<file path="src/ccu_pkg.sv">
// Constants, register map and carrier types of the calendar clock unit.
package ccu_pkg;

  // ****************************************************************
  // Register map
  // ****************************************************************
  localparam int             AW        = 8;
  localparam logic [AW-1:0]  OFS_CTRL  = 8'h00;
  localparam logic [AW-1:0]  OFS_TIME  = 8'h04;
  localparam logic [AW-1:0]  OFS_DATE  = 8'h08;
  localparam logic [AW-1:0]  OFS_ALARM = 8'h0c;
  localparam logic [AW-1:0]  OFS_IRQ   = 8'h10;

  localparam int             CB_RUN     = 0;
  localparam int             CB_ADJ     = 2;
  localparam int             CB_MODE24  = 4;
  localparam int             CB_HOLD    = 5;
  localparam int             CB_BUSY    = 6;
  localparam int             CB_TRIM_LO = 8;
  localparam int             CB_TBUSY   = 15;
  localparam int             TRIM_W     = 7;
  localparam int             TRIM_LANE  = 1;
  localparam int             IB_FLAG    = 0;
  localparam int             IB_EN      = 8;

  localparam logic [1:0]     RESP_OKAY   = 2'h0;
  localparam logic [1:0]     RESP_SLVERR = 2'h2;

  // ****************************************************************
  // Prescale and calendar limits
  // ****************************************************************
  localparam logic [8:0]     PRE_RELOAD = 9'h0ff;
  localparam logic [8:0]     PRE_HALF   = 9'h080;
  localparam logic [8:0]     PRE_END    = 9'h000;
  localparam logic [8:0]     PRE_STEP   = 9'h001;

  localparam logic [3:0]     DIG_MAX    = 4'h9;
  localparam logic [7:0]     BCD_ZERO   = 8'h00;
  localparam logic [7:0]     BCD_ONE    = 8'h01;
  localparam logic [7:0]     SEC_MAX    = 8'h59;
  localparam logic [7:0]     HALF_MIN   = 8'h30;
  localparam logic [7:0]     HOUR24_MAX = 8'h23;
  localparam logic [7:0]     HOUR12_MAX = 8'h12;
  localparam logic [7:0]     HOUR12_PRE = 8'h11;
  localparam logic [7:0]     MON_MAX    = 8'h12;
  localparam logic [7:0]     YEAR_MAX   = 8'h99;
  localparam logic [7:0]     MON_FEB    = 8'h02;
  localparam logic [7:0]     MON_APR    = 8'h04;
  localparam logic [7:0]     MON_JUN    = 8'h06;
  localparam logic [7:0]     MON_SEP    = 8'h09;
  localparam logic [7:0]     MON_NOV    = 8'h11;
  localparam logic [7:0]     DAYS_28    = 8'h28;
  localparam logic [7:0]     DAYS_29    = 8'h29;
  localparam logic [7:0]     DAYS_30    = 8'h30;
  localparam logic [7:0]     DAYS_31    = 8'h31;
  localparam logic [2:0]     WDAY_MAX   = 3'h6;

  // ****************************************************************
  // Carrier types
  // ****************************************************************
  typedef struct packed {
    logic       pm;
    logic [5:0] hour;
    logic [6:0] min;
    logic [6:0] sec;
  } ccu_time_t;

  typedef struct packed {
    logic [2:0] wday;
    logic [7:0] year;
    logic [4:0] month;
    logic [5:0] day;
  } ccu_date_t;

  localparam ccu_time_t      TIME_RST = '{pm: 1'b0, hour: 6'h01, min: 7'h00, sec: 7'h00};
  localparam ccu_date_t      DATE_RST = '{wday: 3'h0, year: 8'h00, month: 5'h01, day: 6'h01};

endpackage : ccu_pkg
</file>
<file path="src/ccu_bcd_step.sv">
// Two-digit BCD counter step with range check and repair value.
module ccu_bcd_step (
  input  wire logic       en,
  input  wire logic [7:0] val,
  input  wire logic [7:0] lo,
  input  wire logic [7:0] hi,
  input  wire logic [7:0] fix,
  output logic      [7:0] nxt,
  output logic            carry
);
  import ccu_pkg::*;

  logic       valid;
  logic [7:0] inc;

  assign valid = (val[3:0] <= DIG_MAX) && (val[7:4] <= DIG_MAX) && (val >= lo) && (val <= hi);
  assign inc   = (val[3:0] == DIG_MAX) ? {val[7:4] + 4'h1, 4'h0} : val + 8'h01;
  // An out-of-range value is repaired instead of counted, so it never carries.
  assign nxt   = !en ? val : !valid ? fix : (val == hi) ? lo : inc;
  assign carry = en && valid && (val == hi);

endmodule : ccu_bcd_step

</file>
<file path="src/ccu_calendar_rtc.sv">
// Calendar clock unit: prescaler, BCD calendar, alarm and AXI4-Lite registers.
module ccu_calendar_rtc (
  input  wire logic                  clk,
  input  wire logic                  sys_rst,
  input  wire logic                  clock_kernel_clk,
  input  wire logic [ccu_pkg::AW-1:0] awaddr,
  input  wire logic                  awvalid,
  output logic                       awready,
  input  wire logic [31:0]           wdata,
  input  wire logic [3:0]            wstrb,
  input  wire logic                  wvalid,
  output logic                       wready,
  output logic [1:0]                 bresp,
  output logic                       bvalid,
  input  wire logic                  bready,
  input  wire logic [ccu_pkg::AW-1:0] araddr,
  input  wire logic                  arvalid,
  output logic                       arready,
  output logic [31:0]                rdata,
  output logic [1:0]                 rresp,
  output logic                       rvalid,
  input  wire logic                  rready,
  output logic                       one_second_tick,
  output logic                       clock_irq_req
);
  import ccu_pkg::*;

  // ****************************************************************
  // State
  // ****************************************************************
  logic              kern_q_reg;
  logic [8:0]        pre_reg;
  logic              pin_reg;
  logic              run_reg;
  logic              mode24_reg;
  logic              hold_reg;
  logic              adj_reg;
  logic              pend_reg;
  logic              busy_reg;
  logic [TRIM_W-1:0] trim_reg;
  logic              tbusy_reg;
  ccu_time_t         time_reg;
  ccu_date_t         date_reg;
  ccu_time_t         alarm_reg;
  logic              flag_reg;
  logic              irq_en_reg;
  logic              irq_reg;
  logic              awready_reg;
  logic              wready_reg;
  logic              aw_got_reg;
  logic              w_got_reg;
  logic [AW-1:0]     awaddr_reg;
  logic [31:0]       wdata_reg;
  logic [3:0]        wstrb_reg;
  logic              bvalid_reg;
  logic [1:0]        bresp_reg;
  logic              arready_reg;
  logic              rvalid_reg;
  logic [31:0]       rdata_reg;
  logic [1:0]        rresp_reg;

  // ****************************************************************
  // Prescaler and trim
  // ****************************************************************
  // The kernel input is a 256 Hz level; each rising edge is one 1/256 s step.
  logic       k_step;
  logic       tick1;
  logic [8:0] trim_ext;
  logic [8:0] reload;
  logic [8:0] pre_next;

  assign k_step   = clock_kernel_clk & ~kern_q_reg;
  assign tick1    = k_step && (pre_reg == PRE_END);
  assign trim_ext = {{2{trim_reg[TRIM_W-1]}}, trim_reg};
  // Reload marks the prescaler turning to 0xff; a pending trim bends that reload.
  assign reload   = tbusy_reg ? PRE_RELOAD + trim_ext : PRE_RELOAD;
  assign pre_next = tick1 ? reload : k_step ? pre_reg - PRE_STEP : pre_reg;

  always_ff @(posedge clk) begin
    if (sys_rst) begin
      kern_q_reg <= 1'b0;
      pre_reg    <= PRE_RELOAD;
      pin_reg    <= 1'b0;
    end else begin
      kern_q_reg <= clock_kernel_clk;
      pre_reg    <= pre_next;
      if (tick1) begin
        pin_reg <= 1'b1;
      end else if (k_step && (pre_reg == PRE_HALF)) begin
        pin_reg <= 1'b0;
      end
    end
  end

  // ****************************************************************
  // Register access decode
  // ****************************************************************
  logic        wr_fire;
  logic        wr_ctrl;
  logic        wr_time;
  logic        wr_date;
  logic        wr_alarm;
  logic        wr_irq;
  logic        wr_hit;
  logic        rd_hit;
  logic [31:0] v_ctrl;
  logic [31:0] v_time;
  logic [31:0] v_date;
  logic [31:0] v_alarm;
  logic [31:0] v_irq;
  logic [31:0] rd_word;
  logic [31:0] cur_word;
  logic [31:0] wm;
  logic [31:0] mw;

  assign wr_fire  = aw_got_reg & w_got_reg & ~bvalid_reg;
  assign wr_ctrl  = wr_fire && (awaddr_reg == OFS_CTRL);
  assign wr_time  = wr_fire && (awaddr_reg == OFS_TIME);
  assign wr_date  = wr_fire && (awaddr_reg == OFS_DATE);
  assign wr_alarm = wr_fire && (awaddr_reg == OFS_ALARM);
  assign wr_irq   = wr_fire && (awaddr_reg == OFS_IRQ);
  assign wr_hit   = wr_ctrl | wr_time | wr_date | wr_alarm | wr_irq;

  // Trim reads back as zero; only its busy flag is visible.
  assign v_ctrl  = {16'h0000, tbusy_reg, 7'h00, 1'b0, busy_reg, hold_reg, mode24_reg,
                    1'b0, adj_reg, 1'b0, run_reg};
  assign v_time  = {9'h000, time_reg.pm, time_reg.hour, 1'b0, time_reg.min, 1'b0, time_reg.sec};
  assign v_date  = {5'h00, date_reg.wday, date_reg.year, 3'h0, date_reg.month, 2'h0,
                    date_reg.day};
  assign v_alarm = {9'h000, alarm_reg.pm, alarm_reg.hour, 1'b0, alarm_reg.min, 1'b0,
                    alarm_reg.sec};
  assign v_irq   = {23'h000000, irq_en_reg, 7'h00, flag_reg};

  assign rd_hit  = (araddr == OFS_CTRL) || (araddr == OFS_TIME) || (araddr == OFS_DATE) ||
                   (araddr == OFS_ALARM) || (araddr == OFS_IRQ);
  assign rd_word = (araddr == OFS_CTRL)  ? v_ctrl  :
                   (araddr == OFS_TIME)  ? v_time  :
                   (araddr == OFS_DATE)  ? v_date  :
                   (araddr == OFS_ALARM) ? v_alarm :
                   (araddr == OFS_IRQ)   ? v_irq   : 32'h00000000;
  assign cur_word = wr_ctrl  ? v_ctrl  :
                    wr_time  ? v_time  :
                    wr_date  ? v_date  :
                    wr_alarm ? v_alarm : v_irq;
  assign wm = {{8{wstrb_reg[3]}}, {8{wstrb_reg[2]}}, {8{wstrb_reg[1]}}, {8{wstrb_reg[0]}}};
  assign mw = (cur_word & ~wm) | (wdata_reg & wm);

  // ****************************************************************
  // Calendar step chain
  // ****************************************************************
  logic       adj_go;
  logic       cnt_go;
  logic       upd;
  logic       pend_set;
  logic [7:0] sec_s;
  logic [7:0] min_s;
  logic [7:0] hr_s;
  logic [7:0] day_s;
  logic [7:0] mon_s;
  logic [7:0] yr_s;
  logic       sec_c;
  logic       min_c;
  logic       hr_c;
  logic       day_c;
  logic       mon_c;
  logic       min_en;
  logic       pm_flip;
  logic       day_en;
  logic [7:0] hr_lo;
  logic [7:0] hr_hi;
  logic [1:0] leap_sum;
  logic       leap;
  logic [7:0] mon8;
  logic [7:0] dim;
  logic [2:0] wday_new;
  ccu_time_t  time_n;
  ccu_date_t  date_n;

  assign adj_go   = adj_reg;
  // Hold and adjust defer the tick into a single pending step; a stopped clock drops it.
  assign cnt_go   = run_reg && !hold_reg && !adj_go && (tick1 || pend_reg);
  assign pend_set = tick1 && run_reg && (hold_reg || adj_go || pend_reg);
  assign upd      = cnt_go | adj_go;

  ccu_bcd_step u_sec (.en(cnt_go), .val({1'b0, time_reg.sec}), .lo(BCD_ZERO),
    .hi(SEC_MAX), .fix(BCD_ZERO), .nxt(sec_s), .carry(sec_c));

  assign min_en = adj_go ? ({1'b0, time_reg.sec} >= HALF_MIN) : sec_c;

  ccu_bcd_step u_min (.en(min_en), .val({1'b0, time_reg.min}), .lo(BCD_ZERO),
    .hi(SEC_MAX), .fix(BCD_ZERO), .nxt(min_s), .carry(min_c));

  assign hr_lo = mode24_reg ? BCD_ZERO : BCD_ONE;
  assign hr_hi = mode24_reg ? HOUR24_MAX : HOUR12_MAX;

  ccu_bcd_step u_hr (.en(min_c), .val({2'h0, time_reg.hour}), .lo(hr_lo),
    .hi(hr_hi), .fix(hr_lo), .nxt(hr_s), .carry(hr_c));

  assign pm_flip = !mode24_reg && min_c && ({2'h0, time_reg.hour} == HOUR12_PRE);
  assign day_en  = mode24_reg ? hr_c : (pm_flip && time_reg.pm);

  // BCD year is divisible by four when ones plus twice the tens parity is.
  assign leap_sum = date_reg.year[1:0] + {date_reg.year[4], 1'b0};
  assign leap     = (date_reg.year != BCD_ZERO) && (leap_sum == 2'h0);
  assign mon8     = {3'h0, date_reg.month};
  assign dim      = (mon8 == MON_FEB) ? (leap ? DAYS_29 : DAYS_28) :
                    ((mon8 == MON_APR) || (mon8 == MON_JUN) || (mon8 == MON_SEP) ||
                     (mon8 == MON_NOV)) ? DAYS_30 : DAYS_31;

  ccu_bcd_step u_day (.en(day_en), .val({2'h0, date_reg.day}), .lo(BCD_ONE),
    .hi(dim), .fix(BCD_ONE), .nxt(day_s), .carry(day_c));

  ccu_bcd_step u_mon (.en(day_c), .val(mon8), .lo(BCD_ONE),
    .hi(MON_MAX), .fix(BCD_ONE), .nxt(mon_s), .carry(mon_c));

  ccu_bcd_step u_yr (.en(mon_c), .val(date_reg.year), .lo(BCD_ZERO),
    .hi(YEAR_MAX), .fix(BCD_ZERO), .nxt(yr_s), .carry());

  assign wday_new = !day_en ? date_reg.wday :
                    (date_reg.wday >= WDAY_MAX) ? 3'h0 : date_reg.wday + 3'h1;

  assign time_n = '{pm: time_reg.pm ^ pm_flip, hour: hr_s[5:0], min: min_s[6:0],
                    sec: adj_go ? 7'h00 : sec_s[6:0]};
  assign date_n = '{wday: wday_new, year: yr_s, month: mon_s[4:0], day: day_s[5:0]};

  // ****************************************************************
  // Control and calendar registers
  // ****************************************************************
  // A software write to a counter wins over a step in the same cycle.
  always_ff @(posedge clk) begin
    if (sys_rst) begin
      run_reg    <= 1'b0;
      mode24_reg <= 1'b0;
      hold_reg   <= 1'b0;
      adj_reg    <= 1'b0;
      pend_reg   <= 1'b0;
      busy_reg   <= 1'b0;
      trim_reg   <= '0;
      tbusy_reg  <= 1'b0;
      time_reg   <= TIME_RST;
      date_reg   <= DATE_RST;
      alarm_reg  <= TIME_RST;
    end else begin
      adj_reg  <= wr_ctrl && mw[CB_ADJ];
      pend_reg <= pend_set | (pend_reg & ~cnt_go);
      busy_reg <= upd | (busy_reg & ~k_step);
      if (wr_ctrl) begin
        run_reg    <= mw[CB_RUN];
        mode24_reg <= mw[CB_MODE24];
        hold_reg   <= mw[CB_HOLD] & ~tbusy_reg;
      end
      if (wr_ctrl && wstrb_reg[TRIM_LANE] && !tbusy_reg) begin
        trim_reg  <= mw[CB_TRIM_LO +: TRIM_W];
        tbusy_reg <= 1'b1;
      end else if (tick1) begin
        tbusy_reg <= 1'b0;
      end
      if (wr_time) begin
        time_reg <= '{pm: mw[22], hour: mw[21:16], min: mw[14:8], sec: mw[6:0]};
      end else if (upd) begin
        time_reg <= time_n;
      end
      if (wr_date) begin
        date_reg <= '{wday: mw[26:24], year: mw[23:16], month: mw[12:8], day: mw[5:0]};
      end else if (upd) begin
        date_reg <= date_n;
      end
      if (wr_alarm) begin
        alarm_reg <= '{pm: mw[22], hour: mw[21:16], min: mw[14:8], sec: mw[6:0]};
      end
    end
  end

  // ****************************************************************
  // Alarm
  // ****************************************************************
  logic al_match;
  logic flag_set;
  logic flag_clr;

  assign al_match = (time_reg.sec == alarm_reg.sec) && (time_reg.min == alarm_reg.min) &&
                    (time_reg.hour == alarm_reg.hour) &&
                    (mode24_reg || (time_reg.pm == alarm_reg.pm));
  // The flag is raised as busy ends, 1/256 s after the matching step.
  assign flag_set = k_step && busy_reg && al_match;
  assign flag_clr = wr_irq && wstrb_reg[0] && wdata_reg[IB_FLAG];

  always_ff @(posedge clk) begin
    if (sys_rst) begin
      flag_reg   <= 1'b0;
      irq_en_reg <= 1'b0;
      irq_reg    <= 1'b0;
    end else begin
      flag_reg <= flag_set | (flag_reg & ~flag_clr);
      irq_reg  <= flag_reg & irq_en_reg;
      if (wr_irq) begin
        irq_en_reg <= mw[IB_EN];
      end
    end
  end

  // ****************************************************************
  // AXI4-Lite slave
  // ****************************************************************
  logic aw_hs;
  logic w_hs;
  logic b_hs;
  logic ar_hs;
  logic r_hs;

  assign aw_hs = awvalid & awready_reg;
  assign w_hs  = wvalid & wready_reg;
  assign b_hs  = bvalid_reg & bready;
  assign ar_hs = arvalid & arready_reg;
  assign r_hs  = rvalid_reg & rready;

  always_ff @(posedge clk) begin
    if (sys_rst) begin
      awready_reg <= 1'b1;
      wready_reg  <= 1'b1;
      aw_got_reg  <= 1'b0;
      w_got_reg   <= 1'b0;
      awaddr_reg  <= '0;
      wdata_reg   <= '0;
      wstrb_reg   <= '0;
      bvalid_reg  <= 1'b0;
      bresp_reg   <= RESP_OKAY;
    end else begin
      if (aw_hs) begin
        awready_reg <= 1'b0;
        aw_got_reg  <= 1'b1;
        awaddr_reg  <= awaddr;
      end else if (wr_fire) begin
        aw_got_reg <= 1'b0;
      end else if (b_hs) begin
        awready_reg <= 1'b1;
      end
      if (w_hs) begin
        wready_reg <= 1'b0;
        w_got_reg  <= 1'b1;
        wdata_reg  <= wdata;
        wstrb_reg  <= wstrb;
      end else if (wr_fire) begin
        w_got_reg <= 1'b0;
      end else if (b_hs) begin
        wready_reg <= 1'b1;
      end
      if (wr_fire) begin
        bvalid_reg <= 1'b1;
        bresp_reg  <= wr_hit ? RESP_OKAY : RESP_SLVERR;
      end else if (b_hs) begin
        bvalid_reg <= 1'b0;
      end
    end
  end

  always_ff @(posedge clk) begin
    if (sys_rst) begin
      arready_reg <= 1'b1;
      rvalid_reg  <= 1'b0;
      rdata_reg   <= '0;
      rresp_reg   <= RESP_OKAY;
    end else if (ar_hs) begin
      arready_reg <= 1'b0;
      rvalid_reg  <= 1'b1;
      rdata_reg   <= rd_word;
      rresp_reg   <= rd_hit ? RESP_OKAY : RESP_SLVERR;
    end else if (r_hs) begin
      arready_reg <= 1'b1;
      rvalid_reg  <= 1'b0;
    end
  end

  assign awready         = awready_reg;
  assign wready          = wready_reg;
  assign bvalid          = bvalid_reg;
  assign bresp           = bresp_reg;
  assign arready         = arready_reg;
  assign rvalid          = rvalid_reg;
  assign rdata           = rdata_reg;
  assign rresp           = rresp_reg;
  assign one_second_tick = pin_reg;
  assign clock_irq_req   = irq_reg;

endmodule : ccu_calendar_rtc

</file>
<file path="config.mk">
export PLATFORM = sky130hd
export DESIGN_NAME = ccu_calendar_rtc
export DESIGN_NICKNAME = d
export VERILOG_FILES = /design/src/ccu_pkg.sv /design/src/ccu_bcd_step.sv /design/src/ccu_calendar_rtc.sv
export SDC_FILE = /design/constraint.sdc
export NUM_CORES = 1
export LEC_CHECK = 0
export ABC_AREA = 0
export BUFFER_PORTS_ARGS = -buffer_cell sky130_fd_sc_hd__clkbuf_2
export CAP_MARGIN = 20
export CORE_UTILIZATION = 40
export CTS_CLUSTER_SIZE = 40
export DETAILED_ROUTE_END_ITERATION = 8
export PLACE_DENSITY = 0.56
export SYNTH_ARGS = -nofsm -noshare
export SYNTH_HDL_FRONTEND = slang
export SYNTH_HIERARCHICAL = 1
export SYNTH_SLANG_ARGS = --single-unit
</file>
<file path="constraint.sdc">
create_clock -name clk -period 5.3 [get_ports clk]
set_clock_uncertainty 0.1 [all_clocks]
set_input_delay 1.06 -clock clk [delete_from_list [all_inputs] [get_ports clk]]
set_output_delay 1.06 -clock clk [all_outputs]
set_load 0.01 [all_outputs]
</file>
# Word level (Yosys, flattened, before mapping)
# Index checks and enable logic that the tools add are counted.
dict set report classes {
  n_addsub 16
  n_mul 0
  div_mod_pow 0
  shift 0
  muxes 69
  n_reduce_logical 99
  order_cmp 26
  n_bitwise 32
  n_eq_ne 33
}
# op n
set op_table {}
lappend op_table {{$mux 27} 6}
lappend op_table {{$mux 7} 9}
lappend op_table {{$and 27x27->27} 2}
lappend op_table {{$logic_and 1x1->1} 54}
lappend op_table {{$mux 6} 9}
lappend op_table {{$mux 23} 2}
lappend op_table {{$mux 22} 2}
lappend op_table {{$mux 21} 2}
lappend op_table {{$mux 9} 4}
lappend op_table {{$eq 8x4->1 const B} 4}
lappend op_table {{$mux 8} 4}
lappend op_table {{$reduce_bool 2->1} 16}
lappend op_table {{$le 4x4->1 const B} 7}
lappend op_table {{$not 27->27} 1}
lappend op_table {{$or 27x27->27} 1}
lappend op_table {{$mux 5} 5}
lappend op_table {{$eq 4x4->1 const B} 6}
lappend op_table {{$mux 1} 22}
lappend op_table {{$eq 6x6->1} 3}
lappend op_table {{$eq 8x3->1 const B} 2}
lappend op_table {{$eq 8x5->1 const B} 2}
lappend op_table {{$logic_not 8->1} 2}
lappend op_table {{$reduce_and 2->1} 8}
lappend op_table {{$add 7x1->7 const B} 2}
lappend op_table {{other kinds (47)} 100}
dict set report totals {
  out_inout_bits 43
  romBits 0
  ramBits 0
  regBits 174
  word_cells 314
  input_bits 60
  mem_count 0
  latchBits 0
}

# Longest topological paths before layout
# Gate-level depths: netlist (run 1).
dict set report depth {
  depth_word 21
  ltp_mapped 27
}

# Cells and area by module
# Netlist (run 1), hierarchy kept.
# mod n_inst seq_area_each_um2 area_per_inst_um2 cells_each
set modules_own_cells {}
lappend modules_own_cells {ccu_calendar_rtc 1 3283.1 8680.8 1069}
lappend modules_own_cells {ccu_bcd_step 6 0.0 950.9 136}

# Worst setup path after synthesis (run 1)
# Ideal clock, no wire load.
dict set report synth_path {
  path_kind {in2reg}
  from {input clock_kernel_clk}
  to {register date_reg[12] (netlist name)}
  stages 24
  setup_slack_ps -31
  path_buffers 2
  t_arrival_ps 5146
  setup_ps 86
  path_cell_list {nor2b_1 -> nand4_1 -> clkbuf_1 -> clkbuf_1 -> a21oi_1 -> nand2_1 -> nor2_1 -> nor2_1 -> a21oi_1 -> nand2_1 -> nor2_1 -> nor4bb_1 -> and4b_1 -> ha_1 -> mux2_2 -> nand2_1 -> nor2_1 -> nand2_1 -> nor2_1 -> nand2_1 -> o221ai_2 -> o21ai_0 -> and3_1 -> a211oi_1}
}
dict set report synth_between {
  elab_chain_cells 19
}
# element line
set synth_lines {}
lappend synth_lines {{start, declared} ccu_calendar_rtc.sv:5} ;# input wire logic clock_kernel_clk,
lappend synth_lines {{$and 1x1->1 (*)} ccu_calendar_rtc.sv:72} ;# assign k_step = clock_kernel_clk & ~kern_q_reg;
lappend synth_lines {{$logic_and 1x1->1 (*)} ccu_calendar_rtc.sv:73} ;# assign tick1 = k_step && (pre_reg == PRE_END);
lappend synth_lines {{$logic_or 1x1->1 (*)} ccu_calendar_rtc.sv:181} ;# assign cnt_go = run_reg && !hold_reg && !adj_go && (tick1 || pend_reg);
lappend synth_lines {{$logic_and 1x1->1 (*)} ccu_calendar_rtc.sv:181}
lappend synth_lines {{via cnt_go} ccu_calendar_rtc.sv:152} ;# logic cnt_go;
lappend synth_lines {{$logic_and 1x1->1 (*) (2 in a row)} ccu_bcd_step.sv:20} ;# assign carry = en && valid && (val == hi);
lappend synth_lines {{via sec_c} ccu_calendar_rtc.sv:161} ;# logic sec_c;
lappend synth_lines {{$mux 1 (*)} ccu_calendar_rtc.sv:188} ;# assign min_en = adj_go ? ({1'b0, time_reg.sec} >= HALF_MIN) : sec_c;
lappend synth_lines {{via min_en} ccu_calendar_rtc.sv:166} ;# logic min_en;
lappend synth_lines {{(+2 left out)} n/a}
lappend synth_lines {{via min_c} ccu_calendar_rtc.sv:162} ;# logic min_c;
lappend synth_lines {{(+3 left out)} n/a}
lappend synth_lines {{$mux 1 (*)} ccu_calendar_rtc.sv:200} ;# assign day_en = mode24_reg ? hr_c : (pm_flip && time_reg.pm);
lappend synth_lines {{via day_en} ccu_calendar_rtc.sv:168} ;# logic day_en;
lappend synth_lines {{$logic_and 1x1->1 (*) (2 in a row)} ccu_bcd_step.sv:20}
lappend synth_lines {{via day_c} ccu_calendar_rtc.sv:164} ;# logic day_c;
lappend synth_lines {{$logic_and 1x1->1 (*) (2 in a row)} ccu_bcd_step.sv:20}
lappend synth_lines {{via mon_c} ccu_calendar_rtc.sv:165} ;# logic mon_c;
lappend synth_lines {{$reduce_bool 2->1 (no line) (*)} n/a}
lappend synth_lines {{$reduce_and 2->1 (no line) (*)} n/a}
lappend synth_lines {{end signal, assigned} ccu_calendar_rtc.sv:264} ;# date_reg <= '{wday: mw[26:24], year: mw[23:16], month: mw[12:8], day: mw[5:0]};
lappend synth_lines {{end signal, assigned} ccu_calendar_rtc.sv:266} ;# date_reg <= date_n;
lappend synth_lines {{end, declared} ccu_calendar_rtc.sv:43} ;# ccu_date_t date_reg;
# Mark *: on every way through the listed nets, which the timed path passes. The rest lies on a longest branch.
# A chain may end at the register's enable or synchronous reset.

# Worst setup path after layout (run 1)
dict set report layout_path {
  from {register time_reg[5] (netlist name)}
  to {register date_reg[12] (netlist name)}
}
dict set report layout_between {
  elab_chain_cells 19
}
# element line
set layout_lines {}
lappend layout_lines {{start, declared} ccu_calendar_rtc.sv:42} ;# ccu_time_t time_reg;
lappend layout_lines {{start signal, assigned} ccu_calendar_rtc.sv:259} ;# time_reg <= '{pm: mw[22], hour: mw[21:16], min: mw[14:8], sec: mw[6:0]};
lappend layout_lines {{start signal, assigned} ccu_calendar_rtc.sv:261} ;# time_reg <= time_n;
lappend layout_lines {{branches (longest 5 deep; another with $ge 7x1->1)} n/a}
lappend layout_lines {{$logic_and 1x1->1 (*)} ccu_bcd_step.sv:20}
lappend layout_lines {{via sec_c} ccu_calendar_rtc.sv:161}
lappend layout_lines {{$mux 1 (*)} ccu_calendar_rtc.sv:188}
lappend layout_lines {{via min_en} ccu_calendar_rtc.sv:166}
lappend layout_lines {{$logic_and 1x1->1 (*) (2 in a row)} ccu_bcd_step.sv:20}
lappend layout_lines {{via min_c} ccu_calendar_rtc.sv:162}
lappend layout_lines {{$logic_and 1x1->1 (2 in a row)} ccu_calendar_rtc.sv:199} ;# assign pm_flip = !mode24_reg && min_c && ({2'h0, time_reg.hour} == HOUR12_PRE);
lappend layout_lines {{$logic_and 1x1->1} ccu_calendar_rtc.sv:200}
lappend layout_lines {{$mux 1 (*)} ccu_calendar_rtc.sv:200}
lappend layout_lines {{via day_en} ccu_calendar_rtc.sv:168}
lappend layout_lines {{$logic_and 1x1->1 (*) (2 in a row)} ccu_bcd_step.sv:20}
lappend layout_lines {{via day_c} ccu_calendar_rtc.sv:164}
lappend layout_lines {{$logic_and 1x1->1 (*) (2 in a row)} ccu_bcd_step.sv:20}
lappend layout_lines {{via mon_c} ccu_calendar_rtc.sv:165}
lappend layout_lines {{$reduce_bool 2->1 (no line) (*)} n/a}
lappend layout_lines {{$reduce_and 2->1 (no line) (*)} n/a}
# Mark *: on every way through the listed nets, which the timed path passes.

==> impl_metrics.ini, run 1 <==
[sta]
drv_slew = 0
finalWorstSetupSlack_ns = 0.465
final_hold_viol_count = 0
period_share_pct = 91.2
setup_viol = 0
fin_crit_ns = 4.84
slew-limit-headroom_pct = 27.0
tns_ns = 0
holdWs_ns = 0.357
clock.fmax_ghz = 0.207
worst_pin_slew_ns = 1.09
grt_setup_unrepaired = no

[global_route]
top_usage_layer = met2
grt_pass1_vias = 12500
grt_remaining_overflow = 0
grt_usage_pct = 24.3
gr-usage-met1_pct = 32.2
grt_pass1_wl_mm = 68.6
grt_use_met2_pct = 40.7
antenna_found_initial = 0
grt_max_degree = 90
grt_util_met3_pct = 3.61

[pwr]
p_leak_uw = 0.00636
power_density_nw_per_um2 = 184
peakVddDrop_mv = 0.238

[clock_network]
cts_buffers = 17
cts_sinks = 164
clk-insertion-delay-late_ns = 0.45
cts_max_path_buffers = 2
cts-root-buf = clkbuf_16
clkTransAtPathRegs_ns = 0.07
htreeDepth = 4
cts_tree = yes
hold_buffers = 0

[hold_path]
whs_path_depth = 2
hold_path_class = reg -> reg

[final_layout]
largest_reg_flops = 26
area_growth_syn_to_layout_pct = 14.3
final_cell_area_um2 = 15900
multi_input_area_um2 = 10200
drive_above_1_share_pct = 13.2
n_fill_cell = 3481
seqCellArea_um2 = 3280
layoutNonFillerInstCount = 2498
nets = 2213
n_antenna_cell = 0

[setup_path]
arrival_ns = 5.08
crit_required_ns = 5.55
crit_fanout = 13
cp-end-kind = flop
cp-start-kind = flop
worst-setup-path-type = reg -> reg
reg2regPathDepth = 25
reg2reg_setup_slack_ns = 0.46

[floorplan]
die_y_um = 189
num_io_pins = 103
row_count = 67
die_area_um2 = 35600
initial_core_util_pct = 41.1
coreArea_um2 = 33900
die_w_um = 189

[logic_synthesis]
synth_cells = 1815
ys.warnings.count = 6
syn_area_per_cell_um2 = 7.68
syn_area_um2 = 13900

[placed_design]
pre_cts_ws_ns = 0.109
placed_area_um2 = 15300
portBuffers = 87
post-dp-hpwl_mm = 32.2
placed_cells = 2464
gp_congestion = 0.857

[route]
drc = 0
post_drt_wl_per_cell_um = 17.3
vias_per_cell = 5.44
initialDrtViolationCount = 1090
first_pass_iters = 5
antenna_left = 0
vias = 13600
totalWireLength_mm = 43.3

[outcome]
status = finished clean

[run]
cap_violations = 0
## per-stage QoR
| step | power (uW) | utilization [%] |
|---|---|---|
| after global routing | 3040 | 47.0 |
| final | 2930 | 47.0 |
| after global placement | 1670 | 45.2 |
| after detailed placement | 1680 | 45.2 |
| after CTS | 2930 | 47.0 |
| after floorplan | 1600 | - |
## timing repair
action                     4_1_cts  5_1_grt
setup buffers                    0        0
resized for setup                0        2
setup endpoints to repair        0        5
## layout by cell type, fill, tap and decap left out, types with 18 or more instances in the layout
master and instances:
nand3_1 36, o21ai_0 54, dfxtp_1 164, nand4_1 44, a211oi_1 38, nand2b_1 35, a21oi_1 158, clkbuf_2 86
ha_1 116, nor2_1 125, xnor2_1 30, a221oi_1 20, buf_4 44, a22oi_1 24, xor2_1 18, conb_1 194
nand2_1 273, and3_1 23, o211ai_1 24, mux2i_1 32, inv_1 138
## layout make-up
cell class / count / area share, %
multi-input cells: 1582 / 63.8
inverters: 138 / 3.25
clock buffers: 20 / 2.93
flip-flops and latches: 164 / 20.6
clock inverters: 12 / 0.747
repair buffers: 134 / 5.11
well taps: 448 / 3.52
## report_power, final
part,switching (uW),internal [uW]
sequential,33.1,1260
clock,573,692
combinational,237,137
total,843,2090
## worst max-delay path, stage by stage (launching register included)
cell      delay [ns]
dfxtp_1         0.35
ha_1            0.28
and3_1          0.19
o211ai_1        0.11
o21ai_1         0.16
and3_2          0.29
nand2_1         0.09
nor2_1          0.12
nor2_1          0.06
a21oi_1         0.24
nand2_1         0.16
nor2_2          0.21
nor4bb_1        0.30
and4b_1         0.22
ha_1            0.13
mux2_2          0.16
nand2_1         0.13
nor2_1          0.20
nand2_1         0.10
nor2_1          0.19
buf_12          0.16
nand2_1         0.13
o221ai_2        0.17
o21ai_0         0.11
and3_1          0.20
a211oi_1        0.18
## worst paths after layout
check                                start                        end
hold / removal       rdata[3]$_SDFFE_PP0P_      rdata[3]$_SDFFE_PP0P_
setup reg to reg  time_reg[5]$_SDFFE_PP0P_  date_reg[12]$_SDFFE_PP0P_
setup / recovery  time_reg[5]$_SDFFE_PP0P_  date_reg[12]$_SDFFE_PP0P_
hold reg to reg      rdata[3]$_SDFFE_PP0P_      rdata[3]$_SDFFE_PP0P_
## metal layers
layer	part of all wire (%)	routed length, um	up-vias
li1	-	-	6771
met1	45	19500	6383
met2	47	20400	388
met3	5.8	2510	55
met4	2.2	944	0
met5	0	0	-
(Power assumes the default switching activity.)
==> inputs of run 2 (changes only) <==
CELL_PAD_IN_SITES_DETAIL_PLACEMENT = 0   (was not set)
CELL_PAD_IN_SITES_GLOBAL_PLACEMENT = 1   (was not set)
PLACE_DENSITY = 0.72   (was 0.56)
==> run 2 against run 1 <==
Combinational power down 2%. Register-to-register slack about the same. Maximum frequency fell by 0.39%. Critical path type is now in -> reg. Highest routed layer unchanged.
==> impl_metrics.ini, run 2 (same netlist as run 1, synthesis figures left out) <==
[final_layout]
mostFrequentLayoutCell = nand2_1
layoutNonFillerInstCount = 2501
layout.cells.most_common_list = nand2_1, conb_1, dfxtp_1
n_antenna_cell = 0
area_growth_syn_to_layout_pct = 14.2
drive_above_1_share_pct = 13.2
nets = 2217
largest_reg_flops = 26

[run]
cap_violations = 0

[hold_path]
hold_path_class = reg -> reg
holdCritStartpoint = wdata_reg[18]$_SDFFE_PP0P_
whs_path_depth = 2
holdPathEnd = wdata_reg[18]$_SDFFE_PP0P_

[setup_path]
crit_fanout = 13
r2r-start = time_reg[5]$_SDFFE_PP0P_
cp-end-kind = flop
cp-start-kind = primary input
r2r_end = date_reg[12]$_SDFFE_PP0P_
worst-setup-path-type = in -> reg
arrival_ns = 5.11
reg2reg_setup_slack_ns = 0.47
reg2regPathDepth = 25
crit_required_ns = 5.55

[pwr]
p_clk_share_pct = 42.6
peakVddDrop_mv = 0.243
combPwrFrac_pct = 12.7
power_density_nw_per_um2 = 182
p_int_uw = 2060
p_leak_uw = 0.00635
power_switching_uw = 838
sw_frac_of_total_pct = 29.0
seqPwrFrac_pct = 44.7
finalPower_uw = 2890

[clock_network]
cts_tree = yes
hold_buffers = 0
clk-insertion-delay-late_ns = 0.45
cts_buffers = 17
cts_max_path_buffers = 2
htreeDepth = 4
clkTransAtPathRegs_ns = 0.07
cts-root-buf = clkbuf_16
cts_sinks = 164

[route]
post_drt_wl_per_cell_um = 17.4
vias = 13500
drc = 0
antenna_left = 0
first_pass_iters = 5
vias_per_cell = 5.40
totalWireLength_mm = 43.5
initialDrtViolationCount = 950

[global_route]
grt_usage_pct = 24.8
antenna_found_initial = 0
grt_max_degree = 62
grt_remaining_overflow = 0
grt_pass1_wl_mm = 70.0
grt_pass1_vias = 12400

[floorplan]
initial_core_util_pct = 41.1
coreArea_um2 = 33900
die_area_um2 = 35600
die_w_um = 189
row_count = 67
num_io_pins = 103
die_y_um = 189

[placed_design]
gp_congestion = 0.861
post-dp-hpwl_mm = 32.5
placed_cells = 2469
portBuffers = 87

[sta]
clock.fmax_ghz = 0.206
final_hold_viol_count = 0
worst_pin_slew_ns = 1.17
period_share_pct = 91.6
drv_slew = 0
setup_viol = 0
grt_setup_unrepaired = no
slew-limit-headroom_pct = 21.6
fin_crit_ns = 4.85
holdWs_ns = 0.356

[outcome]
status = finished clean
run 2: changes by cell type in the layout (fill, tap and decap cells not counted):
cell	change
buf_2	-1
buf_12	-2
and3_2	-1
buf_4	+7
clkinv_2	-1
clkbuf_4	-1
and3_1	+1
buf_8	+1
clkinv_4	-2
clkbuf_8	-2
clkinvlp_4	+4
run 2: worst max-delay path, cell delays in order:
cell and delay, ns:
clkbuf_2 0.13, nor2b_1 0.23, nand4_1 0.20, a21oi_1 0.22
nand2_1 0.10, nor2_1 0.11, nor2_1 0.05, a21oi_1 0.25
nand2_1 0.14, nor2_2 0.20, nor4bb_1 0.28, and4b_1 0.22
ha_1 0.13, mux2_2 0.16, nand2_1 0.13, nor2_1 0.17
nand2_1 0.15, nor2_1 0.15, buf_4 0.22, nand2_1 0.14
o221ai_2 0.17, o21ai_0 0.11, and3_1 0.19, a211oi_1 0.18
run 2: how the worst max path moves through the flow:
| stage | start | endpoint | slack [ns] | cells after the start |
|---|---|---|---|---|
| after global routing | time_reg[5]$_SDFFE_PP0P_ | date_reg[12]$_SDFFE_PP0P_ | 0.05 | 25 |
| after global placement | clock_kernel_clk | date_reg[12]$_SDFFE_PP0P_ | 0.02 | 24 |
| after floorplan | clock_kernel_clk | date_reg[14]$_SDFFE_PP0P_ | 0.04 | 24 |
| after detailed placement | clock_kernel_clk | date_reg[12]$_SDFFE_PP0P_ | -0.07 | 24 |
| final | clock_kernel_clk | date_reg[12]$_SDFFE_PP0P_ | 0.45 | 24 |
| after CTS | pre_reg[0]$_SDFFE_PP1P_ | date_reg[12]$_SDFFE_PP0P_ | 0.33 | 25 |
run 2: layout make-up:
type,instances,area [um^2]
tap,448,561
multi-input combinational,1582,10200
fill,3522,18000
timing repair buffer,138,828
inverter,138,518
sequential,164,3280
clock buffer,18,439
clock inverter,13,126
run 2: repair_timing:
item                                    in CTS  in global routing
endpoints found under the setup margin       0                  4
resized for setup                            0                  1
setup buffers                                0                  1
run 2: layer usage:
layer | GRT usage [%] | wire length, um | vias up
met5 | 0 | 0 | -
met4 | 8.65 | 1280 | 0
met3 | 2.92 | 2060 | 64
met2 | 40.3 | 20200 | 355
met1 | 33.7 | 19900 | 6304
li1 | - | - | 6780
run 2: power by group through the flow:
| stage | Clock [uW] | Combinational, uW | Sequential, uW |
|---|---|---|---|
| floorplan | 0 | 295 | 1310 |
| global placement | 0 | 352 | 1320 |
| detailed placement | 0 | 358 | 1320 |
| CTS | 1250 | 359 | 1290 |
| global route | 1300 | 420 | 1300 |
| finish | 1230 | 368 | 1290 |
run 2: stage by stage:
step	setup TNS (ns)	area, um^2	util [%]	worst slack, ns
2_1_floorplan	0	14700	-	0.0383
3_3_place_gp	0	15300	45.3	0.0241
3_5_place_dp	-0.0814	15300	45.3	-0.0744
4_1_cts	0	15900	47.0	0.335
5_1_grt	0	15900	47.0	0.0491
6_report	0	15900	47.0	0.446
